<file path="src/svp_params.svh">
`ifndef SVP_PARAMS_SVH
`define SVP_PARAMS_SVH
`define SVP_CLK_MHZ      25
`define SVP_BASE_NS      256000
`define SVP_BASE_CYC     (`SVP_BASE_NS * `SVP_CLK_MHZ / 1000)
`define SVP_OFS_CTRL     8'h00
`define SVP_OFS_SAMPLE   8'h04
`define SVP_OFS_KP       8'h08
`define SVP_OFS_KI       8'h0C
`define SVP_OFS_KD       8'h10
`define SVP_OFS_KVFF     8'h14
`define SVP_OFS_KAFF     8'h18
`define SVP_OFS_ICLAMP   8'h1C
`define SVP_OFS_OUTPUT_VOLTAGE_LIMIT   8'h20
`define SVP_OFS_MAXERR   8'h24
`define SVP_OFS_STATUS   8'h28
`define SVP_OFS_POS      8'h2C
`define SVP_OFS_ERR      8'h30
`define SVP_OFS_TORQUE   8'h34
`define SVP_CTRL_DRIVE   0
`define SVP_CTRL_IMOT    1
`define SVP_CTRL_REV     2
`define SVP_CTRL_PDIR    3
`define SVP_CTRL_REARM   7
`define SVP_RST_SAMPLE   3'h3
`define SVP_RST_OUTPUT_VOLTAGE_LIMIT   16'h7FFF
`define SVP_RST_ICLAMP   32'h0004FFF6
`define SVP_ICLAMP_MAX   32'h000FF313
`define SVP_RST_MAXERR   32'h00000400
`define SVP_GAIN_SHIFT   8
`define SVP_LAST_TERM    3'h4
`endif

</file>
<file path="src/svp_pkg.sv">
`default_nettype none
package svp_pkg;
  typedef enum logic [2:0] {
    SVP_IDLE = 3'b001,
    SVP_MUL  = 3'b010,
    SVP_SUM  = 3'b100
  } svp_state_type;
  typedef enum logic {
    SVP_ENC_QUAD = 1'b0,
    SVP_ENC_PDIR = 1'b1
  } svp_enc_mode_type;
  typedef logic signed [31:0] svp_pos_type;
  typedef logic signed [15:0] svp_torque_type;
endpackage
`default_nettype wire

</file>
<file path="src/svp_enc_if.sv">
`timescale 1ns/1ps
`default_nettype none
interface svp_enc_if;
  logic                      ch_a;
  logic                      ch_b;
  logic                      reverse;
  svp_pkg::svp_enc_mode_type mode;
  svp_pkg::svp_pos_type      position;
  modport loop (output ch_a, ch_b, reverse, mode, input position);
  modport counter (input ch_a, ch_b, reverse, mode, output position);
endinterface
`default_nettype wire

</file>
<file path="src/svp_encoder.sv">
`timescale 1ns/1ps
`default_nettype none
module svp_encoder (
  // clock and reset
  input  wire logic  clock_i,
  input  wire logic  nrst_i,
  // encoder channels and count
  svp_enc_if.counter enc
);
  import svp_pkg::*;

  logic [1:0]        ab_r;
  logic [1:0]        ab_w;
  logic              rise_w;
  logic signed [1:0] quad_w;
  logic signed [1:0] pdir_w;
  logic signed [1:0] raw_w;
  logic signed [1:0] step_w;

  // gray order 00-01-11-10 counts up, jumps count nothing
  function automatic logic signed [1:0] quad_step(input logic [3:0] tr);
    unique case (tr)
      4'h1, 4'h7, 4'hE, 4'h8: quad_step = 2'sb01;
      4'h2, 4'hB, 4'hD, 4'h4: quad_step = 2'sb11;
      default:                quad_step = 2'sb00;
    endcase
  endfunction

  assign ab_w   = {enc.ch_a, enc.ch_b};
  assign quad_w = quad_step({ab_r, ab_w});
  assign rise_w = enc.ch_a & ~ab_r[1];
  assign pdir_w = rise_w ? (enc.ch_b ? 2'sb11 : 2'sb01) : 2'sb00;
  assign raw_w  = (enc.mode == SVP_ENC_PDIR) ? pdir_w : quad_w;
  assign step_w = enc.reverse ? -raw_w : raw_w;

  always_ff @(posedge clock_i or negedge nrst_i)
  begin
    if (!nrst_i)
    begin
      ab_r         <= 2'h0;
      enc.position <= 32'sh0;
    end
    else
    begin
      ab_r         <= ab_w;
      enc.position <= enc.position + 32'(step_w);
    end
  end

  property p_quad_up;
    @(posedge clock_i) disable iff (!nrst_i)
    enc.mode == SVP_ENC_QUAD && !enc.reverse && {ab_r, ab_w} == 4'h1
    |=> enc.position == $past(enc.position) + 32'sh1;
  endproperty
  a_quad_up: assert property (p_quad_up)
    else $error("quadrature edge not counted up");

  property p_quad_rev;
    @(posedge clock_i) disable iff (!nrst_i)
    enc.mode == SVP_ENC_QUAD && enc.reverse && {ab_r, ab_w} == 4'h1
    |=> enc.position == $past(enc.position) - 32'sh1;
  endproperty
  a_quad_rev: assert property (p_quad_rev)
    else $error("reversed count sense not applied");

  property p_pdir_up;
    @(posedge clock_i) disable iff (!nrst_i)
    enc.mode == SVP_ENC_PDIR && !enc.reverse && rise_w && !enc.ch_b
    |=> enc.position == $past(enc.position) + 32'sh1;
  endproperty
  a_pdir_up: assert property (p_pdir_up)
    else $error("step pulse not counted");
endmodule
`default_nettype wire

</file>
<file path="src/svp_servo_loop.sv">
// The strobed register port and the register addresses were decided locally.
`timescale 1ns/1ps
`default_nettype none
`include "svp_params.svh"
// How it works
// - each sample the error is commanded position minus encoder count.
// - torque is P, I and D terms plus velocity and accel feed forward.
// - quadrature decoding counts every edge of both channels.
// - a reverse setting flips the sign of every count step.
// - with motion integration off the integral is dropped during moves.
// - the torque output is recomputed once per sample interval.
// - output spans full scale by default and a limit may narrow it.
// - gains, clamps and error limit may be rewritten while running.
// - pulse and direction input counts one step per pulse.
// - the integral sum is clamped to the programmed integral limit.
// - excess tracking error during a move shuts the drive down.
// - sample interval is 0.256 ms times one to eight.
module svp_servo_loop #(
  parameter int BASE_CYC = `SVP_BASE_CYC
) (
  // clock and reset
  input  wire logic                  clock_i,
  input  wire logic                  nrst_i,
  // register port
  input  wire logic [7:0]            addr_i,
  input  wire logic [31:0]           wdata_i,
  input  wire logic                  wr_i,
  input  wire logic                  rd_i,
  output logic [31:0]                rdata_o,
  // encoder pins
  input  wire logic                  enc_a_i,
  input  wire logic                  enc_b_i,
  // trajectory
  input  wire svp_pkg::svp_pos_type  cmd_pos_i,
  input  wire logic signed [31:0]    cmd_vel_i,
  input  wire logic signed [31:0]    cmd_acc_i,
  input  wire logic                  move_active_i,
  // amplifier
  output var svp_pkg::svp_torque_type torque_o,
  output logic                       drive_enable_o,
  output logic                       fault_o,
  output logic                       sample_tick_o
);
  import svp_pkg::*;

  logic               nrst_s1_r;
  logic               nrst_r;
  svp_enc_if          enc ();
  svp_state_type      st_r;
  logic [2:0]         idx_r;
  logic               drive_r;
  logic               imot_r;
  logic               rev_r;
  logic               pdir_r;
  logic [2:0]         sample_sel_r;
  logic [15:0]        kp_r;
  logic [15:0]        ki_r;
  logic [15:0]        kd_r;
  logic [15:0]        kvff_r;
  logic [15:0]        kaff_r;
  logic [31:0]        iclamp_r;
  logic [15:0]        output_voltage_limit_r;
  logic [31:0]        maxerr_r;
  logic               fault_r;
  logic               drive_en_r;
  logic [15:0]        base_cnt_r;
  logic [2:0]         mult_cnt_r;
  logic signed [31:0] err_r;
  logic signed [31:0] vel_r;
  logic signed [31:0] pos_prev_r;
  logic signed [31:0] vel_ff_r;
  logic signed [31:0] acc_ff_r;
  logic signed [47:0] acc_r;
  logic signed [47:0] integ_r;
  svp_torque_type     torque_r;
  logic [31:0]        rdata_r;

  logic               wr_ctrl_w;
  logic               wr_sample_w;
  logic               rearm_w;
  logic               base_tick_w;
  logic               sample_tick_w;
  logic signed [31:0] err_w;
  logic [31:0]        err_mag_w;
  logic               fault_set_w;
  logic               fault_nxt;
  logic               drive_nxt;
  logic               drive_en_nxt;
  logic signed [31:0] op_w;
  logic signed [23:0] op24_w;
  logic [15:0]        gain_w;
  logic signed [40:0] prod_w;
  logic signed [47:0] term_w;
  logic               integ_on_w;
  logic signed [47:0] integ_sum_w;
  logic signed [47:0] total_w;
  logic signed [47:0] out_w;
  logic [31:0]        rd_mux_w;

  function automatic logic hit(input logic [7:0] a, input logic [7:0] ofs);
    hit = (a == ofs);
  endfunction

  // symmetric clamp of a signed sum to plus or minus lim
  function automatic logic signed [47:0] clamp48(
    input logic signed [47:0] v,
    input logic [31:0]        lim
  );
    logic signed [47:0] l;
    l = $signed({16'h0000, lim});
    if (v > l)
      clamp48 = l;
    else if (v < -l)
      clamp48 = -l;
    else
      clamp48 = v;
  endfunction

  always_ff @(posedge clock_i or negedge nrst_i)
  begin
    if (!nrst_i)
    begin
      nrst_s1_r <= 1'b0;
      nrst_r    <= 1'b0;
    end
    else
    begin
      nrst_s1_r <= 1'b1;
      nrst_r    <= nrst_s1_r;
    end
  end

  assign enc.ch_a    = enc_a_i;
  assign enc.ch_b    = enc_b_i;
  assign enc.reverse = rev_r;
  assign enc.mode    = pdir_r ? SVP_ENC_PDIR : SVP_ENC_QUAD;

  svp_encoder u_enc (
    .clock_i (clock_i),
    .nrst_i  (nrst_r),
    .enc     (enc)
  );

  // register writes
  assign wr_ctrl_w   = wr_i && hit(addr_i, `SVP_OFS_CTRL);
  assign wr_sample_w = wr_i && hit(addr_i, `SVP_OFS_SAMPLE);
  assign rearm_w     = wr_ctrl_w && wdata_i[`SVP_CTRL_REARM];

  always_ff @(posedge clock_i or negedge nrst_r)
  begin
    if (!nrst_r)
    begin
      drive_r      <= 1'b0;
      imot_r       <= 1'b1;
      rev_r        <= 1'b0;
      pdir_r       <= 1'b0;
      sample_sel_r <= `SVP_RST_SAMPLE;
    end
    else if (wr_ctrl_w)
    begin
      drive_r <= wdata_i[`SVP_CTRL_DRIVE];
      imot_r  <= wdata_i[`SVP_CTRL_IMOT];
      rev_r   <= wdata_i[`SVP_CTRL_REV];
      pdir_r  <= wdata_i[`SVP_CTRL_PDIR];
    end
    else if (wr_sample_w)
      sample_sel_r <= wdata_i[2:0];
  end

  always_ff @(posedge clock_i or negedge nrst_r)
  begin
    if (!nrst_r)
    begin
      kp_r     <= 16'h0000;
      ki_r     <= 16'h0000;
      kd_r     <= 16'h0000;
      kvff_r   <= 16'h0000;
      kaff_r   <= 16'h0000;
      iclamp_r <= `SVP_RST_ICLAMP;
      output_voltage_limit_r <= `SVP_RST_OUTPUT_VOLTAGE_LIMIT;
      maxerr_r <= `SVP_RST_MAXERR;
    end
    else if (wr_i)
    begin
      // live retuning, taken by the next sample
      if (hit(addr_i, `SVP_OFS_KP))
        kp_r <= wdata_i[15:0];
      if (hit(addr_i, `SVP_OFS_KI))
        ki_r <= wdata_i[15:0];
      if (hit(addr_i, `SVP_OFS_KD))
        kd_r <= wdata_i[15:0];
      if (hit(addr_i, `SVP_OFS_KVFF))
        kvff_r <= wdata_i[15:0];
      if (hit(addr_i, `SVP_OFS_KAFF))
        kaff_r <= wdata_i[15:0];
      if (hit(addr_i, `SVP_OFS_ICLAMP))
        iclamp_r <= (wdata_i > `SVP_ICLAMP_MAX) ? `SVP_ICLAMP_MAX
                                                : wdata_i;
      if (hit(addr_i, `SVP_OFS_OUTPUT_VOLTAGE_LIMIT))
        output_voltage_limit_r <= (wdata_i > 32'h00007FFF) ? `SVP_RST_OUTPUT_VOLTAGE_LIMIT
                                             : wdata_i[15:0];
      if (hit(addr_i, `SVP_OFS_MAXERR))
        maxerr_r <= wdata_i;
    end
  end

  // sample interval: base tick of 0.256 ms, counted sel+1 times
  assign base_tick_w   = (base_cnt_r == 16'(BASE_CYC - 1));
  assign sample_tick_w = base_tick_w && (mult_cnt_r >= sample_sel_r);

  always_ff @(posedge clock_i or negedge nrst_r)
  begin
    if (!nrst_r)
    begin
      base_cnt_r <= 16'h0000;
      mult_cnt_r <= 3'h0;
    end
    else
    begin
      base_cnt_r <= base_tick_w ? 16'h0000 : base_cnt_r + 16'h0001;
      if (sample_tick_w)
        mult_cnt_r <= 3'h0;
      else if (base_tick_w)
        mult_cnt_r <= mult_cnt_r + 3'h1;
    end
  end

  // tracking error watch and shutdown
  assign err_w        = cmd_pos_i - enc.position;
  assign err_mag_w    = err_w[31] ? 32'(-err_w) : 32'(err_w);
  assign fault_set_w  = move_active_i && (err_mag_w > maxerr_r);
  assign fault_nxt    = fault_set_w || (fault_r && !rearm_w);
  assign drive_nxt    = wr_ctrl_w ? wdata_i[`SVP_CTRL_DRIVE] : drive_r;
  assign drive_en_nxt = drive_nxt && !fault_nxt;

  always_ff @(posedge clock_i or negedge nrst_r)
  begin
    if (!nrst_r)
    begin
      fault_r    <= 1'b0;
      drive_en_r <= 1'b0;
    end
    else
    begin
      fault_r    <= fault_nxt;
      drive_en_r <= drive_en_nxt;
    end
  end

  // one shared multiplier walks the five terms
  assign op_w   = (idx_r == 3'h0 || idx_r == 3'h1) ? err_r :
                  (idx_r == 3'h2) ? -vel_r :
                  (idx_r == 3'h3) ? vel_ff_r : acc_ff_r;
  assign gain_w = (idx_r == 3'h0) ? kp_r :
                  (idx_r == 3'h1) ? ki_r :
                  (idx_r == 3'h2) ? kd_r :
                  (idx_r == 3'h3) ? kvff_r : kaff_r;
  assign op24_w = (op_w > 32'sh007FFFFF) ? 24'sh7FFFFF :
                  (op_w < 32'shFF800000) ? 24'sh800000 : op_w[23:0];
  assign prod_w = op24_w * $signed({1'b0, gain_w});
  assign term_w = 48'(prod_w >>> `SVP_GAIN_SHIFT);

  assign integ_on_w  = !(move_active_i && !imot_r);
  assign integ_sum_w = clamp48(integ_r + term_w, iclamp_r);
  assign total_w     = acc_r + (integ_on_w ? integ_r : 48'sh0);
  assign out_w       = clamp48(total_w, {16'h0000, output_voltage_limit_r});

  always_ff @(posedge clock_i or negedge nrst_r)
  begin
    if (!nrst_r)
    begin
      st_r  <= SVP_IDLE;
      idx_r <= 3'h0;
      acc_r <= 48'sh0;
    end
    else
    begin
      unique case (st_r)
        SVP_IDLE:
          if (sample_tick_w)
          begin
            st_r  <= SVP_MUL;
            idx_r <= 3'h0;
            acc_r <= 48'sh0;
          end
        SVP_MUL:
        begin
          idx_r <= idx_r + 3'h1;
          if (idx_r != 3'h1)
            acc_r <= acc_r + term_w;
          if (idx_r == `SVP_LAST_TERM)
            st_r <= SVP_SUM;
        end
        SVP_SUM:
          st_r <= SVP_IDLE;
        default:
          st_r <= SVP_IDLE;
      endcase
    end
  end

  // operands frozen at the sample instant
  always_ff @(posedge clock_i or negedge nrst_r)
  begin
    if (!nrst_r)
    begin
      err_r      <= 32'sh0;
      vel_r      <= 32'sh0;
      pos_prev_r <= 32'sh0;
      vel_ff_r   <= 32'sh0;
      acc_ff_r   <= 32'sh0;
    end
    else if (st_r == SVP_IDLE && sample_tick_w)
    begin
      err_r      <= err_w;
      vel_r      <= enc.position - pos_prev_r;
      pos_prev_r <= enc.position;
      vel_ff_r   <= cmd_vel_i;
      acc_ff_r   <= cmd_acc_i;
    end
  end

  always_ff @(posedge clock_i or negedge nrst_r)
  begin
    if (!nrst_r)
      integ_r <= 48'sh0;
    else if (!drive_en_r)
      integ_r <= 48'sh0;
    else if (st_r == SVP_MUL && idx_r == 3'h1 && integ_on_w)
      integ_r <= integ_sum_w;
  end

  always_ff @(posedge clock_i or negedge nrst_r)
  begin
    if (!nrst_r)
      torque_r <= 16'sh0000;
    else if (!drive_en_nxt)
      torque_r <= 16'sh0000;
    else if (st_r == SVP_SUM)
      torque_r <= out_w[15:0];
  end

  // register reads, answered in the next cycle only
  assign rd_mux_w =
    hit(addr_i, `SVP_OFS_CTRL)   ? {28'h0, pdir_r, rev_r, imot_r, drive_r} :
    hit(addr_i, `SVP_OFS_SAMPLE) ? {29'h0, sample_sel_r} :
    hit(addr_i, `SVP_OFS_KP)     ? {16'h0, kp_r} :
    hit(addr_i, `SVP_OFS_KI)     ? {16'h0, ki_r} :
    hit(addr_i, `SVP_OFS_KD)     ? {16'h0, kd_r} :
    hit(addr_i, `SVP_OFS_KVFF)   ? {16'h0, kvff_r} :
    hit(addr_i, `SVP_OFS_KAFF)   ? {16'h0, kaff_r} :
    hit(addr_i, `SVP_OFS_ICLAMP) ? iclamp_r :
    hit(addr_i, `SVP_OFS_OUTPUT_VOLTAGE_LIMIT) ? {16'h0, output_voltage_limit_r} :
    hit(addr_i, `SVP_OFS_MAXERR) ? maxerr_r :
    hit(addr_i, `SVP_OFS_STATUS) ? {29'h0, st_r != SVP_IDLE, drive_en_r,
                                    fault_r} :
    hit(addr_i, `SVP_OFS_POS)    ? enc.position :
    hit(addr_i, `SVP_OFS_ERR)    ? err_r :
    hit(addr_i, `SVP_OFS_TORQUE) ? 32'(torque_r) : 32'h0;

  always_ff @(posedge clock_i or negedge nrst_r)
  begin
    if (!nrst_r)
      rdata_r <= 32'h0;
    else
      rdata_r <= rd_i ? rd_mux_w : 32'h0;
  end

  assign rdata_o        = rdata_r;
  assign torque_o       = torque_r;
  assign drive_enable_o = drive_en_r;
  assign fault_o        = fault_r;
  assign sample_tick_o  = sample_tick_w;

  // helper: sample spacing and output magnitude
  logic [15:0]        gap_r;
  logic               seen_r;
  logic               sel_chg_r;
  logic signed [16:0] tq_ext_w;
  logic [16:0]        tq_mag_w;
  assign tq_ext_w = {torque_r[15], torque_r};
  assign tq_mag_w = tq_ext_w[16] ? 17'(-tq_ext_w) : 17'(tq_ext_w);
  always_ff @(posedge clock_i or negedge nrst_r)
  begin
    if (!nrst_r)
    begin
      gap_r     <= 16'h0000;
      seen_r    <= 1'b0;
      sel_chg_r <= 1'b0;
    end
    else
    begin
      gap_r     <= sample_tick_w ? 16'h0000 : gap_r + 16'h0001;
      seen_r    <= seen_r || sample_tick_w;
      sel_chg_r <= wr_sample_w || (sel_chg_r && !sample_tick_w);
    end
  end

  property p_err_sub;
    @(posedge clock_i) disable iff (!nrst_r)
    st_r == SVP_IDLE && sample_tick_w |=> err_r == $past(err_w);
  endproperty
  a_err_sub: assert property (p_err_sub)
    else $error("error not sampled as command minus position");

  property p_calc_len;
    @(posedge clock_i) disable iff (!nrst_r)
    st_r == SVP_IDLE && sample_tick_w
    |=> st_r == SVP_MUL [*5] ##1 st_r == SVP_SUM ##1 st_r == SVP_IDLE;
  endproperty
  a_calc_len: assert property (p_calc_len)
    else $error("five terms not summed in sequence");

  property p_period;
    @(posedge clock_i) disable iff (!nrst_r)
    sample_tick_w && seen_r && !sel_chg_r
    |-> gap_r == 16'((32'(sample_sel_r) + 1) * BASE_CYC - 1);
  endproperty
  a_period: assert property (p_period)
    else $error("sample interval wrong");

  property p_out_lim;
    @(posedge clock_i) disable iff (!nrst_r)
    st_r == SVP_SUM |=> tq_mag_w <= {1'b0, $past(output_voltage_limit_r)};
  endproperty
  a_out_lim: assert property (p_out_lim)
    else $error("torque beyond output limit");

  property p_gain_upd;
    @(posedge clock_i) disable iff (!nrst_r)
    wr_i && hit(addr_i, `SVP_OFS_KP) |=> kp_r == $past(wdata_i[15:0]);
  endproperty
  a_gain_upd: assert property (p_gain_upd)
    else $error("proportional gain not updated");

  property p_imot;
    @(posedge clock_i) disable iff (!nrst_r)
    st_r == SVP_MUL && idx_r == 3'h1 && move_active_i && !imot_r &&
    drive_en_r |=> integ_r == $past(integ_r);
  endproperty
  a_imot: assert property (p_imot)
    else $error("integrator ran during move with option off");

  property p_iclamp;
    @(posedge clock_i) disable iff (!nrst_r)
    st_r == SVP_MUL && idx_r == 3'h1 && drive_en_r
    |=> integ_r <= $signed({16'h0, $past(iclamp_r)}) &&
        integ_r >= -$signed({16'h0, $past(iclamp_r)});
  endproperty
  a_iclamp: assert property (p_iclamp)
    else $error("integrator beyond clamp");

  property p_shutdown;
    @(posedge clock_i) disable iff (!nrst_r)
    fault_set_w |=> fault_r && !drive_enable_o && torque_r == 16'sh0000;
  endproperty
  a_shutdown: assert property (p_shutdown)
    else $error("drive not shut down on tracking error");

  property p_deriv;
    @(posedge clock_i) disable iff (!nrst_r)
    st_r == SVP_IDLE && sample_tick_w
    |=> vel_r == $past(enc.position) - $past(pos_prev_r);
  endproperty
  a_deriv: assert property (p_deriv)
    else $error("velocity not per-sample position change");
endmodule
`default_nettype wire

</file>
<file path="config.mk">
export PLATFORM = sky130hd
export DESIGN_NAME = svp_servo_loop
export DESIGN_NICKNAME = d
export VERILOG_FILES = /design/src/svp_pkg.sv /design/src/svp_enc_if.sv /design/src/svp_encoder.sv /design/src/svp_servo_loop.sv
export VERILOG_INCLUDE_DIRS = /design/src
export SDC_FILE = /design/constraint.sdc
export NUM_CORES = 2
export LEC_CHECK = 0
export BUFFER_PORTS_ARGS = -buffer_cell sky130_fd_sc_hd__buf_2
export CORE_ASPECT_RATIO = 2
export CORE_UTILIZATION = 50
export DETAILED_ROUTE_END_ITERATION = 16
export GPL_TIMING_DRIVEN = 1
export HOLD_SLACK_MARGIN = 0.05
export PLACE_DENSITY = 0.75
export SYNTH_ARGS = -nofsm -noshare
export SYNTH_HDL_FRONTEND = slang
export SYNTH_SLANG_ARGS = --single-unit
</file>
<file path="constraint.sdc">
create_clock -name clock_i -period 43.3 [get_ports clock_i]
set_input_delay 6.495 -clock clock_i [delete_from_list [all_inputs] [get_ports clock_i]]
set_output_delay 6.495 -clock clock_i [all_outputs]
set_load 0.05 [all_outputs]
</file>
==> summary.txt <==
Floorplanning
  – IO Count: 194
  – Die Height: 476 um
  – Initial Utilization: 50.5%
  – Row Count: 173
  – Die area: 0.114 mm^2
  – Die W: 239 um
  – Total core area: 0.111 mm^2

Status
  – Run status: complete, no violations

Synthesis
  – Post-synthesis xor/xnor area fraction: 5.19%
  – Multiplexer share of the synthesized area: 6.29%
  – Main synth FF type: dfrtp_1
  – Mapped Cells: 6360
  – Synth Area in Simple Gates: 14.7%
  – Average size of a mapped cell: 8.83 um^2
  – Yosys warns: 0
  – Synth Cell Area: 0.0561 mm^2
  – Count of cell types in the netlist: 109
  – Synth Area in Adders: 25.3%
  – Syn_nets: 7407
  – Largest family of logic cells by synthesized area: adder cells
  – Compound-Gate Fraction of Synth Area: 17.7%
  – Post-synth EDFFs: 0
  – FF+latch count, synth: 534
  – Post-synthesis sequential area ratio: 23.9%
  – Ys async rst share: 100%

Power and ir drop
  – Switching share of power: 48.1%
  – Cell Int Power: 1.57 mW
  – Switching power: 1.45 mW
  – Sequential power share: 20.1%
  – Leakage power: 29.5 nW
  – Max VDD drop: 52.4 uV
  – Pwr/cell area: 49.9 mW/mm^2
  – Clock share of power: 17.3%
  – Gate power share: 62.6%
  – Total power draw: 3.02 mW

Clock tree
  – Total CTS buffers: 53
  – Clock Pin Slew Worst Setup and Hold Paths: 0.07 ns
  – Clk Tree Root Cell: clkbuf_16
  – Post-CTS Setup Repair Bufs: 0
  – Cts hold-fix bufs: 0
  – Clock H-tree levels: 2
  – Post-CTS sizing: 0
  – Clock Latency Late Sink: 0.71 ns
  – CTS Sinks: 534
  – CTS tree: done
  – CTS Buffer Depth: 3

Worst setup path
  – Crit Path Class: reg2reg
  – Slowest CP cell: nor3b_1
  – CP Capture Type: flop
  – Worst R2R Path Depth: 59
  – Crit-path max cell delay: 1.12 ns
  – Worst setup SP type: flop
  – R2R Setup Slk: 25.36 ns
  – Critical Path AT: 18.54 ns
  – RR Startpoint: vel_r[5]$_DFFE_PN0P_
  – Crit path launch: vel_r[5]$_DFFE_PN0P_
  – Critical path fanouts, max: 39
  – R2R Path End: integ_r[33]$_DFFE_PN0P_
  – Critical Path RT: 43.90 ns

STA
  – RSZ-0062 raised after global routing: no
  – Minimum clock period: 17.94 ns
  – Share of the clock period used by the worst path: 41.4%
  – Setup tns final: 0 ns
  – Worst Tran Pin Value: 1.42 ns
  – Final Max Slew Viols: 0
  – Worst Skew: 0.0466 ns
  – Final hold vios: 0
  – F_max: 0.0557 GHz
  – Slew HR: 4.11%
  – Final setup fails: 0

Min path
  – Min-Delay Endpoint: nrst_r$_DFF_PN0_
  – Worst Hold Class: reg2reg
  – Critical hold path startpoint: nrst_s1_r$_DFF_PN0_
  – Worst hold path stage count: 0

Global routing
  – Antenna violations before repair: 22
  – Vias in the first global route: 52.5k
  – GRT overflow: 0
  – First-pass GRT wire length: 311 mm
  – Total GRT Usage: 36.9%
  – Largest net degree at the start of global routing: 100

Placement
  – IO buf count: 193
  – Final Wtd Congestion: 1.02
  – Area after DPL: 0.0587 mm^2
  – Final HPWL DP: 163 mm

Routing
  – Post-DRT Antenna Nets: 0
  – Post-route DRC: 0
  – Via Count: 49.7k
  – Pre-Repair DR Iteration Count: 6
  – Vias per cell: 6.23
  – First DRT Iteration DRCs: 3419
  – Wirelength per Cell: 25.9 um
  – Final WL: 207 mm

Finish
  – Area Growth Syn to Fin: 7.99%
  – Final Cell Area: 0.0606 mm^2
  – Most frequent cells in the layout: inv_1, nand2_1, ha_1
  – Proportion of layout cells with a drive suffix above 1: 11.0%
  – Nets@finish: 7485
  – Commonest non-fill, non-tap cell in the layout: inv_1

Job
  – Max cap viols: 0
[synth_stat cells (all sizes together) (99+ instances only)]
cell    count  area (um^2)
inv       751         2820
nand2     581         2180
ha        523         6540
dfrtp     499        12500
nor2      464         1750
fa        381         7630
o21ai     378         1900
a21oi     354         1770
xnor2     238         2080
mux2      221         2490
clkbuf    213          803
a21o      132          991
mux2i     104         1040
and2       99          619
nand3      99          495
nor3       99          510
[kinds of logic (layout without fill, tap and decap cells)]
| family | after synthesis | in the layout |
|---|---|---|
| other | 1 | 12 |
| xor gates and xnor gates | 332 | 332 |
| buffers and inverters | 1005 | 1128 |
| adders and majority gates | 905 | 905 |
| AOI/OAI and AO/OA | 1506 | 1506 |
| DFF | 534 | 534 |
| muxes | 325 | 325 |
| and+or+nand+nor | 1752 | 1752 |
[worst max-delay path by stage]
| stage | to | slack, ns | cells past startpoint |
|---|---|---|---|
| 3_5_place_dp | integ_r[36]$_DFFE_PN0P_ | 25.91 | 56 |
| 3_3_place_gp | integ_r[39]$_DFFE_PN0P_ | 26.18 | 56 |
| 5_1_grt | integ_r[36]$_DFFE_PN0P_ | 24.43 | 61 |
| 2_1_floorplan | acc_ff_r[0]$_DFFE_PN0P_ | 27.38 | 0 |
| 6_report | integ_r[33]$_DFFE_PN0P_ | 25.36 | 59 |
| 4_1_cts | integ_r[36]$_DFFE_PN0P_ | 25.81 | 56 |
[cell type report]
| type | instances | area [um^2] |
|---|---|---|
| diodes | 11 | 27.5 |
| clock buffers | 69 | 1460 |
| clock inverters | 31 | 445 |
| fillers | 10200 | 50600 |
| inverters | 752 | 2820 |
| multi-input cells | 4821 | 39000 |
| flip-flops and latches | 534 | 13400 |
| well taps | 1487 | 1860 |
| repair buffers | 276 | 1590 |
[state kept, by name, summed over array words and instances (netlist names), 32 cells and up]
name and cells:
vel_ff_r 32, vel_r 32, acc_ff_r 32, pos_prev_r 32, err_r 32, acc_r 48, maxerr_r 32, u_enc.enc.position 32
iclamp_r 32, rdata_o 32, integ_r 48
[worst max-delay path: cells and delay by family, from the launching register on]
family          cells  cell delay [ns]
xor+xnor            3             1.08
flops               1             0.41
simple gates       25             6.98
buf+inv             4             0.48
compound gates     18             4.62
fa+ha+maj           9             4.17
[power groups by stage]
stage	combinational [mW]	sequential, mW	clock (mW)
2_1_floorplan	1.34	0.597	0
3_3_place_gp	1.80	0.614	0
3_5_place_dp	1.84	0.615	0
4_1_cts	1.85	0.606	0.526
5_1_grt	2.08	0.614	0.543
6_report	1.89	0.608	0.523
[per-layer routing]
| layer | wire (um) | vias to the layer above | global-route usage, % |
|---|---|---|---|
| li1 | - | 22200 | - |
| met1 | 65200 | 24200 | 34.6 |
| met2 | 101000 | 2338 | 64.2 |
| met3 | 15500 | 1081 | 8.64 |
| met4 | 24800 | 22 | 37.2 |
| met5 | 147 | - | 0 |
[metrics by stage]
stage | setup slack, ns | cells | hold WS [ns] | util, %
floorplan | 27.38 | 6360 | 0.331 | -
global placement | 26.18 | 7870 | 0.339 | 52.8
detailed placement | 25.91 | 7870 | 0.347 | 52.8
CTS | 25.81 | 7970 | 0.363 | 54.5
global route | 24.43 | 7974 | 0.378 | 54.5
finish | 25.36 | 7981 | 0.363 | 54.5
No activity file was read; power rests on OpenSTA's default activity.
